$ cat config.mk
export PLATFORM = sky130hd
export DESIGN_NAME = otp_program_unlock_control
export DESIGN_NICKNAME = d
export VERILOG_FILES = /design/src/otp_unlock_pkg.sv /design/src/otp_program_sequencer.sv /design/src/otp_program_unlock_control.sv
export VERILOG_INCLUDE_DIRS = /design/src /design/src/src
export SDC_FILE = /design/constraint.sdc
export NUM_CORES = 1
export LEC_CHECK = 0
export ABC_CLOCK_PERIOD_IN_PS = 2850
export BUFFER_PORTS_ARGS = -buffer_cell sky130_fd_sc_hd__buf_2
export CORE_MARGIN = 4
export CORE_UTILIZATION = 50
export CTS_CLUSTER_SIZE = 40
export DETAILED_ROUTE_END_ITERATION = 6
export PLACE_DENSITY = 0.74
export SKIP_CTS_REPAIR_TIMING = 1
export SLEW_MARGIN = 20
export SYNTH_ARGS = -nofsm -noshare
export SYNTH_HDL_FRONTEND = slang
export SYNTH_SLANG_ARGS = --single-unit
$ cat constraint.sdc
create_clock -name hclk -period 2.85 [get_ports hclk]
set_clock_uncertainty 0.1 [all_clocks]
set_input_delay 0 -clock hclk [delete_from_list [all_inputs] [get_ports hclk]]
set_output_delay 0 -clock hclk [all_outputs]
set_load 0.02 [all_outputs]
$ cat src/otp_unlock_params.svh
`ifndef OTP_UNLOCK_PARAMS_SVH
`define OTP_UNLOCK_PARAMS_SVH

// Register indices; the byte address on the bus is four times the index
`define IDX_W              11
`define IDX_KEY_ONE_A      11'h300
`define IDX_KEY_ONE_D      11'h303
`define IDX_PROG_CTRL      11'h30B
`define IDX_KEY_TWO_A      11'h352
`define IDX_KEY_TWO_D      11'h355
`define IDX_SEC_LOG        11'h7A0
`define IDX_DED_LOG        11'h7A1
`define IDX_IRQ_STATUS     11'h7B0
`define IDX_IRQ_MASK       11'h7B1

// Program control fields
`define CTRL_START_BIT     0
`define CTRL_PAGE_BIT      1

// Interrupt status and mask fields
`define IRQ_W              4
`define IRQ_SEC_BIT        0
`define IRQ_DED_BIT        1
`define IRQ_DONE_BIT       2
`define IRQ_REFUSED_BIT    3

// Reset values
`define RST_BYTE           8'h00
`define RST_KEY            32'h00000000
`define RST_IRQ            4'h0
`define RST_STAGE          3'h0

// Key entry stage that means all four bytes arrived in order
`define STAGE_FULL         3'h4

`endif

$ cat src/otp_unlock_pkg.sv
package otp_unlock_pkg;

  // Programming engine states
  typedef enum logic [1:0] {
    SEQ_IDLE,
    SEQ_PROGRAM,
    SEQ_FINISH
  } seq_state_t;

  // Request to the OTP array programmer
  typedef struct packed {
    logic req;
    logic page;
  } otp_prog_t;

  // Error report from the OTP read path
  typedef struct packed {
    logic       sec;
    logic       ded;
    logic [7:0] block;
  } ecc_event_t;

endpackage : otp_unlock_pkg

$ cat src/otp_program_sequencer.sv
`timescale 1ns/10ps
module otp_program_sequencer (
  input  wire logic                    hclk,
  input  wire logic                    hresetn,
  input  wire logic                    start,
  input  wire logic                    page,
  input  wire logic                    otp_done,
  output logic                         busy,
  output logic                         done,
  output otp_unlock_pkg::otp_prog_t    otp_prog
);
  import otp_unlock_pkg::*;

  seq_state_t state_reg;
  seq_state_t state_next;
  logic       page_reg;
  logic       page_next;

  // Next state; the page is frozen at start so a later write cannot retarget it
  always_comb begin
    state_next = state_reg;
    page_next  = page_reg;
    case (state_reg)
      SEQ_IDLE: begin
        if (start) begin
          state_next = SEQ_PROGRAM;
          page_next  = page;
        end
      end
      SEQ_PROGRAM: begin
        if (otp_done) begin
          state_next = SEQ_FINISH;
        end
      end
      SEQ_FINISH: begin
        state_next = SEQ_IDLE;
      end
      default: begin
        state_next = SEQ_IDLE;
      end
    endcase
  end

  // State registers
  always_ff @(posedge hclk or negedge hresetn) begin
    if (!hresetn) begin
      state_reg <= SEQ_IDLE;
      page_reg  <= 1'b0;
    end else begin
      state_reg <= state_next;
      page_reg  <= page_next;
    end
  end

  // Busy covers the finish cycle so start reads one until done is reported
  assign busy          = (state_reg != SEQ_IDLE);
  assign done          = (state_reg == SEQ_FINISH);
  assign otp_prog.req  = (state_reg == SEQ_PROGRAM);
  assign otp_prog.page = page_reg;

endmodule : otp_program_sequencer

$ cat src/otp_program_unlock_control.sv
// The AHB-Lite slave port is this design's own decision.
`timescale 1ns/10ps
`include "otp_unlock_params.svh"

module otp_program_unlock_control #(
  parameter logic [31:0] KEY_ONE_CODE = 32'h11111111,
  parameter logic [31:0] KEY_TWO_CODE = 32'h22222222
) (
  input  wire logic                     hclk,
  input  wire logic                     hresetn,
  input  wire logic                     hsel,
  input  wire logic [31:0]              haddr,
  input  wire logic [1:0]               htrans,
  input  wire logic                     hwrite,
  input  wire logic [2:0]               hsize,
  input  wire logic [31:0]              hwdata,
  input  wire logic                     hready,
  output logic [31:0]                   hrdata,
  output logic                          hreadyout,
  output logic                          hresp,
  input  wire otp_unlock_pkg::ecc_event_t ecc_event,
  input  wire logic                     otp_done,
  output otp_unlock_pkg::otp_prog_t     otp_prog,
  output logic                          irq
);
  import otp_unlock_pkg::*;

  // Bus data phase tracking
  logic                 wr_pend_reg;
  logic                 wr_pend_next;
  logic                 rd_wait_reg;
  logic                 rd_wait_next;
  logic [`IDX_W-1:0]    dp_idx_reg;
  logic [`IDX_W-1:0]    dp_idx_next;
  logic                 dp_map_reg;
  logic                 dp_map_next;
  logic [31:0]          hrdata_reg;
  logic [31:0]          hrdata_next;

  // Key entry
  logic [31:0]          key_one_reg;
  logic [31:0]          key_one_next;
  logic [31:0]          key_two_reg;
  logic [31:0]          key_two_next;
  logic [2:0]           stage_one_reg;
  logic [2:0]           stage_one_next;
  logic [2:0]           stage_two_reg;
  logic [2:0]           stage_two_next;

  // Control, logs and interrupts
  logic                 page_reg;
  logic                 page_next;
  logic [7:0]           sec_log_reg;
  logic [7:0]           sec_log_next;
  logic [7:0]           ded_log_reg;
  logic [7:0]           ded_log_next;
  logic [`IRQ_W-1:0]    status_reg;
  logic [`IRQ_W-1:0]    status_next;
  logic [`IRQ_W-1:0]    mask_reg;
  logic [`IRQ_W-1:0]    mask_next;

  // Decoded strobes and engine handshake
  logic                 accept;
  logic                 wr_strobe;
  logic [7:0]           wr_byte;
  logic                 start_req;
  logic                 keys_ok;
  logic                 seq_start;
  logic                 seq_busy;
  logic                 seq_done;
  logic [`IRQ_W-1:0]    hw_set;
  logic                 ctrl_wr;
  logic                 status_wr;
  logic                 mask_wr;

  // Slot of a key byte register: {hit, byte number}, byte a is number zero
  function automatic logic [2:0] key_slot(
    input logic [`IDX_W-1:0] idx,
    input logic [`IDX_W-1:0] base
  );
    logic [`IDX_W-1:0] off;
    off = idx - base;
    if (idx >= base && off < `IDX_W'(4)) begin
      key_slot = {1'b1, off[1:0]};
    end else begin
      key_slot = 3'h0;
    end
  endfunction : key_slot

  // Next entry stage: only the expected byte advances, byte a always restarts
  function automatic logic [2:0] next_stage(
    input logic [2:0] stage,
    input logic [1:0] num
  );
    if (num == 2'h0) begin
      next_stage = 3'h1;
    end else if ({1'b0, num} == stage) begin
      next_stage = stage + 3'h1;
    end else begin
      next_stage = `RST_STAGE;
    end
  endfunction : next_stage

  // Place one byte into the key; byte a is the most significant
  function automatic logic [31:0] put_byte(
    input logic [31:0] key,
    input logic [1:0]  num,
    input logic [7:0]  data
  );
    logic [31:0] res;
    res = key;
    case (num)
      2'h0: res[31:24] = data;
      2'h1: res[23:16] = data;
      2'h2: res[15:8]  = data;
      default: res[7:0] = data;
    endcase
    put_byte = res;
  endfunction : put_byte

  // Write strobe aimed at one register index
  function automatic logic wr_hit(
    input logic              wr,
    input logic [`IDX_W-1:0] idx,
    input logic [`IDX_W-1:0] target
  );
    wr_hit = wr && (idx == target);
  endfunction : wr_hit

  // Address phase taken only on a valid transfer with the bus ready
  assign accept    = hsel && htrans[1] && hready;
  assign wr_strobe = wr_pend_reg && dp_map_reg;
  assign wr_byte   = hwdata[7:0];

  // Per-register write strobes in the data phase
  assign ctrl_wr   = wr_hit(wr_strobe, dp_idx_reg, `IDX_PROG_CTRL);
  assign status_wr = wr_hit(wr_strobe, dp_idx_reg, `IDX_IRQ_STATUS);
  assign mask_wr   = wr_hit(wr_strobe, dp_idx_reg, `IDX_IRQ_MASK);

  // Bus phase bookkeeping; reads take one wait state so a write just ahead is seen
  always_comb begin
    wr_pend_next = 1'b0;
    rd_wait_next = 1'b0;
    dp_idx_next  = dp_idx_reg;
    dp_map_next  = dp_map_reg;
    if (accept) begin
      wr_pend_next = hwrite;
      rd_wait_next = !hwrite;
      dp_idx_next  = haddr[`IDX_W+1:2];
      dp_map_next  = (haddr[31:`IDX_W+2] == '0) && (haddr[1:0] == 2'h0);
    end
  end

  always_ff @(posedge hclk or negedge hresetn) begin
    if (!hresetn) begin
      wr_pend_reg <= 1'b0;
      rd_wait_reg <= 1'b0;
      dp_idx_reg  <= '0;
      dp_map_reg  <= 1'b0;
    end else begin
      wr_pend_reg <= wr_pend_next;
      rd_wait_reg <= rd_wait_next;
      dp_idx_reg  <= dp_idx_next;
      dp_map_reg  <= dp_map_next;
    end
  end

  // Read mux, sampled in the wait state; unmapped and reserved bits read zero
  always_comb begin
    hrdata_next = hrdata_reg;
    if (rd_wait_reg) begin
      hrdata_next = 32'h00000000;
      if (!dp_map_reg) begin
        hrdata_next = 32'h00000000;
      end else if (dp_idx_reg == `IDX_PROG_CTRL) begin
        hrdata_next[`CTRL_PAGE_BIT]  = page_reg;
        hrdata_next[`CTRL_START_BIT] = seq_busy;
      end else if (dp_idx_reg == `IDX_SEC_LOG) begin
        hrdata_next[7:0] = sec_log_reg;
      end else if (dp_idx_reg == `IDX_DED_LOG) begin
        hrdata_next[7:0] = ded_log_reg;
      end else if (dp_idx_reg == `IDX_IRQ_STATUS) begin
        hrdata_next[`IRQ_W-1:0] = status_reg;
      end else if (dp_idx_reg == `IDX_IRQ_MASK) begin
        hrdata_next[`IRQ_W-1:0] = mask_reg;
      end
    end
  end

  always_ff @(posedge hclk or negedge hresetn) begin
    if (!hresetn) begin
      hrdata_reg <= 32'h00000000;
    end else begin
      hrdata_reg <= hrdata_next;
    end
  end

  // Slave answers: wait state on reads only, always OKAY
  assign hrdata    = hrdata_reg;
  assign hreadyout = !rd_wait_reg;
  assign hresp     = 1'b0;

  // Start request and key check; a start while busy is ignored, not queued
  assign start_req = ctrl_wr && wr_byte[`CTRL_START_BIT] && !seq_busy;
  assign keys_ok   = (stage_one_reg == `STAGE_FULL) && (key_one_reg == KEY_ONE_CODE)
                     && (stage_two_reg == `STAGE_FULL) && (key_two_reg == KEY_TWO_CODE);
  assign seq_start = start_req && keys_ok;

  // Key capture; any start attempt while idle relocks so each programming needs fresh keys
  always_comb begin
    logic [2:0] slot_one;
    logic [2:0] slot_two;
    slot_one       = key_slot(dp_idx_reg, `IDX_KEY_ONE_A);
    slot_two       = key_slot(dp_idx_reg, `IDX_KEY_TWO_A);
    key_one_next   = key_one_reg;
    key_two_next   = key_two_reg;
    stage_one_next = stage_one_reg;
    stage_two_next = stage_two_reg;
    if (start_req) begin
      key_one_next   = `RST_KEY;
      key_two_next   = `RST_KEY;
      stage_one_next = `RST_STAGE;
      stage_two_next = `RST_STAGE;
    end else if (wr_strobe && slot_one[2]) begin
      key_one_next   = put_byte(key_one_reg, slot_one[1:0], wr_byte);
      stage_one_next = next_stage(stage_one_reg, slot_one[1:0]);
    end else if (wr_strobe && slot_two[2]) begin
      key_two_next   = put_byte(key_two_reg, slot_two[1:0], wr_byte);
      stage_two_next = next_stage(stage_two_reg, slot_two[1:0]);
    end
  end

  always_ff @(posedge hclk or negedge hresetn) begin
    if (!hresetn) begin
      key_one_reg   <= `RST_KEY;
      key_two_reg   <= `RST_KEY;
      stage_one_reg <= `RST_STAGE;
      stage_two_reg <= `RST_STAGE;
    end else begin
      key_one_reg   <= key_one_next;
      key_two_reg   <= key_two_next;
      stage_one_reg <= stage_one_next;
      stage_two_reg <= stage_two_next;
    end
  end

  // Page select; held while busy because the engine already froze its copy
  always_comb begin
    page_next = page_reg;
    mask_next = mask_reg;
    if (ctrl_wr && !seq_busy) begin
      page_next = wr_byte[`CTRL_PAGE_BIT];
    end
    if (mask_wr) begin
      mask_next = wr_byte[`IRQ_W-1:0];
    end
  end

  always_ff @(posedge hclk or negedge hresetn) begin
    if (!hresetn) begin
      page_reg <= 1'b0;
      mask_reg <= `RST_IRQ;
    end else begin
      page_reg <= page_next;
      mask_reg <= mask_next;
    end
  end

  // Error address logs follow the latest event of their kind; sec and ded in one cycle both update
  always_comb begin
    sec_log_next = sec_log_reg;
    ded_log_next = ded_log_reg;
    if (ecc_event.sec) begin
      sec_log_next = ecc_event.block;
    end
    if (ecc_event.ded) begin
      ded_log_next = ecc_event.block;
    end
  end

  always_ff @(posedge hclk or negedge hresetn) begin
    if (!hresetn) begin
      sec_log_reg <= `RST_BYTE;
      ded_log_reg <= `RST_BYTE;
    end else begin
      sec_log_reg <= sec_log_next;
      ded_log_reg <= ded_log_next;
    end
  end

  // Hardware events for the sticky status bits
  always_comb begin
    hw_set                   = '0;
    hw_set[`IRQ_SEC_BIT]     = ecc_event.sec;
    hw_set[`IRQ_DED_BIT]     = ecc_event.ded;
    hw_set[`IRQ_DONE_BIT]    = seq_done;
    hw_set[`IRQ_REFUSED_BIT] = start_req && !keys_ok;
  end

  // Write one to clear; an event in the same cycle wins over the clear
  always_comb begin
    status_next = status_reg;
    if (status_wr) begin
      status_next = status_reg & ~wr_byte[`IRQ_W-1:0];
    end
    status_next = status_next | hw_set;
  end

  always_ff @(posedge hclk or negedge hresetn) begin
    if (!hresetn) begin
      status_reg <= `RST_IRQ;
    end else begin
      status_reg <= status_next;
    end
  end

  // Level interrupt while any unmasked status bit stands
  assign irq = |(status_reg & mask_reg);

  // Programming engine; start bit reads its busy flag and clears when done
  // It takes the page written alongside the start bit, not the older copy
  otp_program_sequencer u_sequencer (
    .hclk     (hclk),
    .hresetn  (hresetn),
    .start    (seq_start),
    .page     (page_next),
    .otp_done (otp_done),
    .busy     (seq_busy),
    .done     (seq_done),
    .otp_prog (otp_prog)
  );

endmodule : otp_program_unlock_control

======== Yosys cells after proc, flatten, opt, wreduce, memory -nomap -nowiden ========
Index checks and enable logic that the tools add are counted.
cells by class
  add/sub/neg operators ................... 4
  magnitude comparators ................... 4
  equality and inequality tests ........... 22
  mux-type cells .......................... 39
  bitwise logic cells ..................... 4
  reductions and logical operators ........ 51
operators by type and width
  cell                                                                 count
  two-way mux 32 bit                                                   5
  two-way mux 8 bit                                                    10
  == test 11 bit, second input constant                                4
  two-way mux 3 bit                                                    11
  == test 32 x 29 -> 1 bit, second input constant                      1
  == test 32 x 30 -> 1 bit, second input constant                      1
  greater-or-equal comparator 11 x 10 -> 1 bit, second input constant  2
  less-than comparator 11 x 3 -> 1 bit, second input constant          2
  subtractor 11 x 10 -> 11 bit, second input constant                  2
  two-way mux 4 bit                                                    5
  logical AND 1 bit                                                    19
  zero test 19 bit                                                     1
  nonzero test 2 bit                                                   9
  AND reduction 2 bit                                                  7
  AND reduction 3 bit                                                  4
  == test 11 x 10 -> 1 bit, second input constant                      1
  bitwise AND 4 bit                                                    2
  zero test 2 bit                                                      4
  adder 3 x 1 -> 3 bit, second input constant                          2
  == test 2 x 1 -> 1 bit, second input constant                        3
  == test 2 bit, second input constant                                 3
  == test 2 x 3 -> 1 bit                                               2
  == test 3 bit, second input constant                                 2
  two-way mux 2 bit                                                    3
  other kinds (10)                                                     19
storage, ports and cells
  bits in registers ....................... 120
  bits of input ports ..................... 85
  output and inout port bits .............. 37
  word-level logic and storage cells ...... 146

======== Logic depth before layout (Yosys ltp) ========
  depth after elaboration ................. 10
  mapped depth ............................ 10
  gate-level depth less buffers ........... 9

======== By module ========
Synthesis repeated with hierarchy kept, for this count alone.
second synthesis, totals
  cells, all modules ...................... 540
  area total of the unflattened synthesis .. 6000.8 sq um
by module, submodules not included
  module                      times used  cells an instance  area an instance (sq um)  seq. area each (sq um)
  otp_program_unlock_control  1           527                5844.4                    2927.8
  otp_program_sequencer       1           13                 156.4                     75.1

======== Worst setup path before layout ========
Ideal clock, no wire load.
  kind .................................... register to register
  start ................................... register dp_idx_reg[8]
  end ..................................... register mask_reg[1]
  setup time .............................. 0.125 ns
  arrival time ............................ 2.242 ns
  required time ........................... 2.625 ns
  setup slack ............................. 0.383 ns
  stages on the path, launching flop included .. 8
  path buffers ............................ 1
  clock period less this slack ............ 2.467 ns
  cells stage by stage .................... dfrtp_1 > ha_1 > ha_1 > nand4b_1 > or4_1 > clkbuf_1 > nor3_1 > mux2_2
on the way
  cells in the longest elaborated chain, start to end .. 2
ends and longest elaborated chain
  element                   line                               source
  start: declaration        otp_program_unlock_control.sv:33   logic [`IDX_W-1:0] dp_idx_reg;
  start signal: assignment  otp_program_unlock_control.sv:163  dp_idx_reg <= dp_idx_next;
  == test 11 bit            otp_program_unlock_control.sv:127  wr_hit = wr && (idx == target);
  logical AND 1 bit         otp_program_unlock_control.sv:127
  end signal: assignment    otp_program_unlock_control.sv:262  mask_reg <= `RST_IRQ;
  end signal: assignment    otp_program_unlock_control.sv:265  mask_reg <= mask_next;
  end: declaration          otp_program_unlock_control.sv:59   logic [`IRQ_W-1:0] mask_reg;
No other way between the ends.
A chain may end at the register's enable or synchronous reset.

======== Final worst setup path ========
  start ................................... register dp_idx_reg[1]
  end ..................................... register key_two_reg[2]
on the way
  cells in the longest elaborated chain, start to end .. 8
  elaborated cells between the ends (all ways) .. 25
  classes of those cells .................. add/sub: 2; order compare: 4; eq/ne: 5; mux: 3; reduce/logical: 11
ends and longest elaborated chain
  element                                      line                               source
  subtractor 11 x 10 -> 11 bit                 otp_program_unlock_control.sv:82   off = idx - base;
  less-than comparator 11 x 3 -> 1 bit         otp_program_unlock_control.sv:83   if (idx >= base && off < `IDX_W'(4)) begin
  logical AND 1 bit                            otp_program_unlock_control.sv:83
  two-way mux 3 bit                            otp_program_unlock_control.sv:83
  == test 2 bit, or another cell as far along  otp_program_unlock_control.sv:112  case (num)
  OR reduction 3 bit (no line)                 --
  != test 2 x 1 -> 1 bit (no line)             --
  AND reduction 3 bit (no line)                --
  end signal: assignment                       otp_program_unlock_control.sv:236  key_two_reg <= `RST_KEY;
  end signal: assignment                       otp_program_unlock_control.sv:241  key_two_reg <= key_two_next;
  end: declaration                             otp_program_unlock_control.sv:43   logic [31:0] key_two_reg;
Parallel ways exist; a longest one is shown, timed or not.

==> impl_metrics.csv <==
group,metric,value,unit
grt,grt_max_degree,64,
grt,grtUsageTotal,22.16,%
sta,rsz0062_at_grt,"true",
clock_network,cts_inserted_buffers,17,
critical_path,critical_path_required,3.04,ns
route,drt-initial-drc-count,352,
grt,grt_pass1_wl,23550,um
floorplan,die-height,117.1,um
route,via_count,4758,
clock_network,clkTransAtPathRegs,0.06,ns
synth,synth-seq-area-share,50.45,%
route,avgViaCountPerCell,5.733,
route,drc,0,
critical_path,cpMaxStageDelayCell,"dfrtp_1",
cells_and_area,drive_above_1_share,24.02,%
floorplan,core-area,11520,um^2
synth,synth_top_flop_cell,"dfrtp_1",
route,post_drt_wl_per_cell,17.77,um
synth,synth_edf_count,0,
placed_design,io_buffers,68,
placed_design,placed_cells,757,
critical_path,crit_chain,"inv_1 > ha_1 > nor2b_2 > o21ai_0 > a21o_1 > a211oi_4 > buf_4 > nand4_4 > mux2i_1 > nor2_1",
floorplan,die_w,117.1,um
cells_and_area,syn2layout_area_growth,24.07,%
critical_path,worstReg2RegStart,"dp_idx_reg[1]",
sta,timing.fmax,360.6,MHz
sta,relSlewSlack,51.52,%
sta,setup_viol,0,
sta,hold_viol,0,
route,wl_met2,7471,um
route,drt_first_pass_iters,5,
floorplan,start_util,51.68,%
cells_and_area,filler_cell_count,886,
clock_network,htree_num_levels,4,
critical_path,cp_data_arrival_time,2.96,ns
critical_path,worstSetupStartpointType,"register",
clock_network,cts_max_path_buffers,2,
critical_path,cpPeakStageDelay,0.45,ns
placed_design,gp_congestion,0.7816,
sta,period_needed,2.773,ns
grt,grt_pass1_vias,4792,
critical_path,r2r_cells,10,
route,met3_length,791,um
sta,tightest_slew,0.7271,ns
cells_and_area,stdcell_count,830,
route,postRouteAntennaNets,0,
hold_path,min_path_type,"in2async",
flow_run,cap_violations,0,
sta,drv_slew,0,
clock_network,cts_tree,"done",
grt,antenna_found_initial,0,
placed_design,dp_hpwl,9803,um
grt,grt_overflow,0,
pwr,p_leak,3.526,nW
clock_network,clk_latency,0.41,ns
critical_path,r2r-end,"key_two_reg[2]",
clock_network,root_buffer,"clkbuf_16",
clock_network,cts.sinks,120,
cells_and_area,final_nets,768,
synth,yosysWarnings,0,
cells_and_area,antennaDiodeCount,0,
critical_path,r2r_slack,0.08,ns
critical_path,path_max_fanout,7,
status,status,"finished, final reports clean",
floorplan,dieArea,13710,um^2
pwr,finalPower,0.004372,W
synth,syn_area,5952,um^2
route,m1WireLength,6256,um
floorplan,rows,39,
synth,synth.avg_cell_area,10.55,um^2
route,top_layer,"met4",
synth,synthArstFlopShare,100.0,%
critical_path,end_kind,"register",
synth,ys_types,55,
critical_path,crit_type,"reg2reg",
pwr,peakVddDrop,0.5188,mV
floorplan,ios,122,
synth,synth_seq_cells,120,
sta,fin_crit_sh,97.32,%
route,drt_wl_total,14750,um
pwr,power.density,592.0,nW/um^2
synth,syn_inst,564,
-- critical path, delay by kind of cell, from the launching register on --
kind / cells / cell delay [ns]
AOI/OAI and AO/OA: 3 / 0.73
buffers and inverters: 2 / 0.36
adders and majority gates: 1 / 0.21
and+or+nand+nor: 3 / 0.48
DFF: 1 / 0.45
muxes: 1 / 0.32
-- cell families (layout without fill, tap and decap cells) --
logic type                 after synthesis  in the layout  synth area share, %
and+or+nand+nor                        193            193                17.24
xor gates and xnor gates                 4              4               0.5887
muxes                                   67             67                12.02
other                                    1             25              0.06300
DFF                                    120            120                50.45
buffers and inverters                   76            175                6.874
adders and majority gates                8              8                1.682
AOI/OAI and AO/OA                       95             95                11.08
-- Yosys cell counts, types with 4 or more instances --
master	n	area, um^2
o21ai_0	22	110.1
ha_1	8	100.1
a22oi_1	7	52.55
nor4b_1	12	105.1
inv_1	20	75.07
nor2_1	45	168.9
nand4_1	6	37.54
o211ai_1	5	37.54
mux2_2	32	360.4
nand3_1	26	130.1
mux2i_1	34	340.3
nor3_1	7	35.03
nor4_1	8	50.05
or3_1	5	31.28
o2bb2ai_1	8	70.07
a22o_1	11	96.34
dfrtp_1	120	3003
buf_4	30	225.2
nand2_1	57	214.0
or4_1	4	30.03
a21oi_1	23	115.1
clkbuf_1	22	82.58
-- cell usage in the layout (no fill, tap or decap), types with 3 or more instances in the layout --
| cell type | Yosys | routed |
|---|---|---|
| o21ai_0 | 22 | 22 |
| nor3_1 | 7 | 7 |
| a21o_1 | 3 | 3 |
| clkbuf_1 | 22 | 3 |
| nand4_1 | 6 | 6 |
| ha_1 | 8 | 8 |
| a22o_1 | 11 | 11 |
| conb_1 | 1 | 25 |
| inv_1 | 20 | 20 |
| clkbuf_16 | 0 | 17 |
| or3_1 | 5 | 5 |
| mux2_2 | 32 | 32 |
| a22oi_1 | 7 | 7 |
| and2_1 | 3 | 3 |
| nor4b_1 | 12 | 10 |
| a21oi_1 | 23 | 23 |
| mux2i_1 | 34 | 34 |
| dfrtp_1 | 120 | 120 |
| nand2_1 | 57 | 57 |
| nor2_1 | 45 | 44 |
| nand4_4 | 0 | 3 |
| o2bb2ai_1 | 8 | 8 |
| clkbuf_8 | 0 | 4 |
| or4_1 | 4 | 4 |
| clkinv_2 | 0 | 4 |
| nand3_1 | 26 | 26 |
| buf_12 | 0 | 3 |
| o211ai_1 | 5 | 5 |
| buf_4 | 30 | 16 |
| buf_2 | 3 | 67 |
| or2_1 | 3 | 3 |
| dlygate4sd3_1 | 0 | 38 |
| nor4_1 | 8 | 8 |
-- final cells by class --
type,count,area [um^2],area share [%]
inverter,20,75.07,1.017
tap,143,178.9,2.423
multi-input combinational,392,2695,36.50
clock inverter,7,45.04,0.6100
timing repair buffer,124,895.9,12.13
clock buffer,24,491.7,6.659
sequential,120,3003,40.66
-- stage by stage --
step           worst slack [ns]  area [um^2]  setup TNS (ns)  utilization [%]  hold WS, ns
6_report                0.07652         7385               0            64.12       0.1142
5_1_grt                -0.05732         7385        -0.07309            64.12       0.1965
4_1_cts                 -0.1064         6915         -0.6144            60.05      -0.4233
3_5_place_dp           -0.04649         6379         -0.3120            55.39      0.01249
3_3_place_gp            0.07081         6379               0            55.39    0.0008922
2_1_floorplan            0.3829         6042               0                -      -0.3956
-- per-layer routing --
layer  vias to the layer above  GRT usage (%)
li1                       2188              -
met1                      2369          28.03
met2                       177          37.47
met3                        24          5.913
met4                         0          6.651
met5                         -              0
-- power by group --
part	total, W	switching [W]	internal, W
Clock	0.00192	0.000729	0.00119
Sequential	0.00186	0.0000790	0.00178
Combinational	0.000586	0.000335	0.000251
Total	0.00437	0.00114	0.00323
-- worst max-delay path by stage --
stage          cells past startpoint              end  slack, ns          start
2_1_floorplan                      7      mask_reg[1]       0.38  dp_idx_reg[8]
3_3_place_gp                       6  key_one_reg[29]       0.07  dp_idx_reg[8]
3_5_place_dp                       6  key_one_reg[25]      -0.05  dp_idx_reg[8]
4_1_cts                            9   key_two_reg[2]      -0.11  dp_idx_reg[1]
5_1_grt                           10   key_two_reg[2]      -0.06  dp_idx_reg[1]
6_report                          10   key_two_reg[2]       0.08  dp_idx_reg[1]
Power figures use the tool's default switching activity.
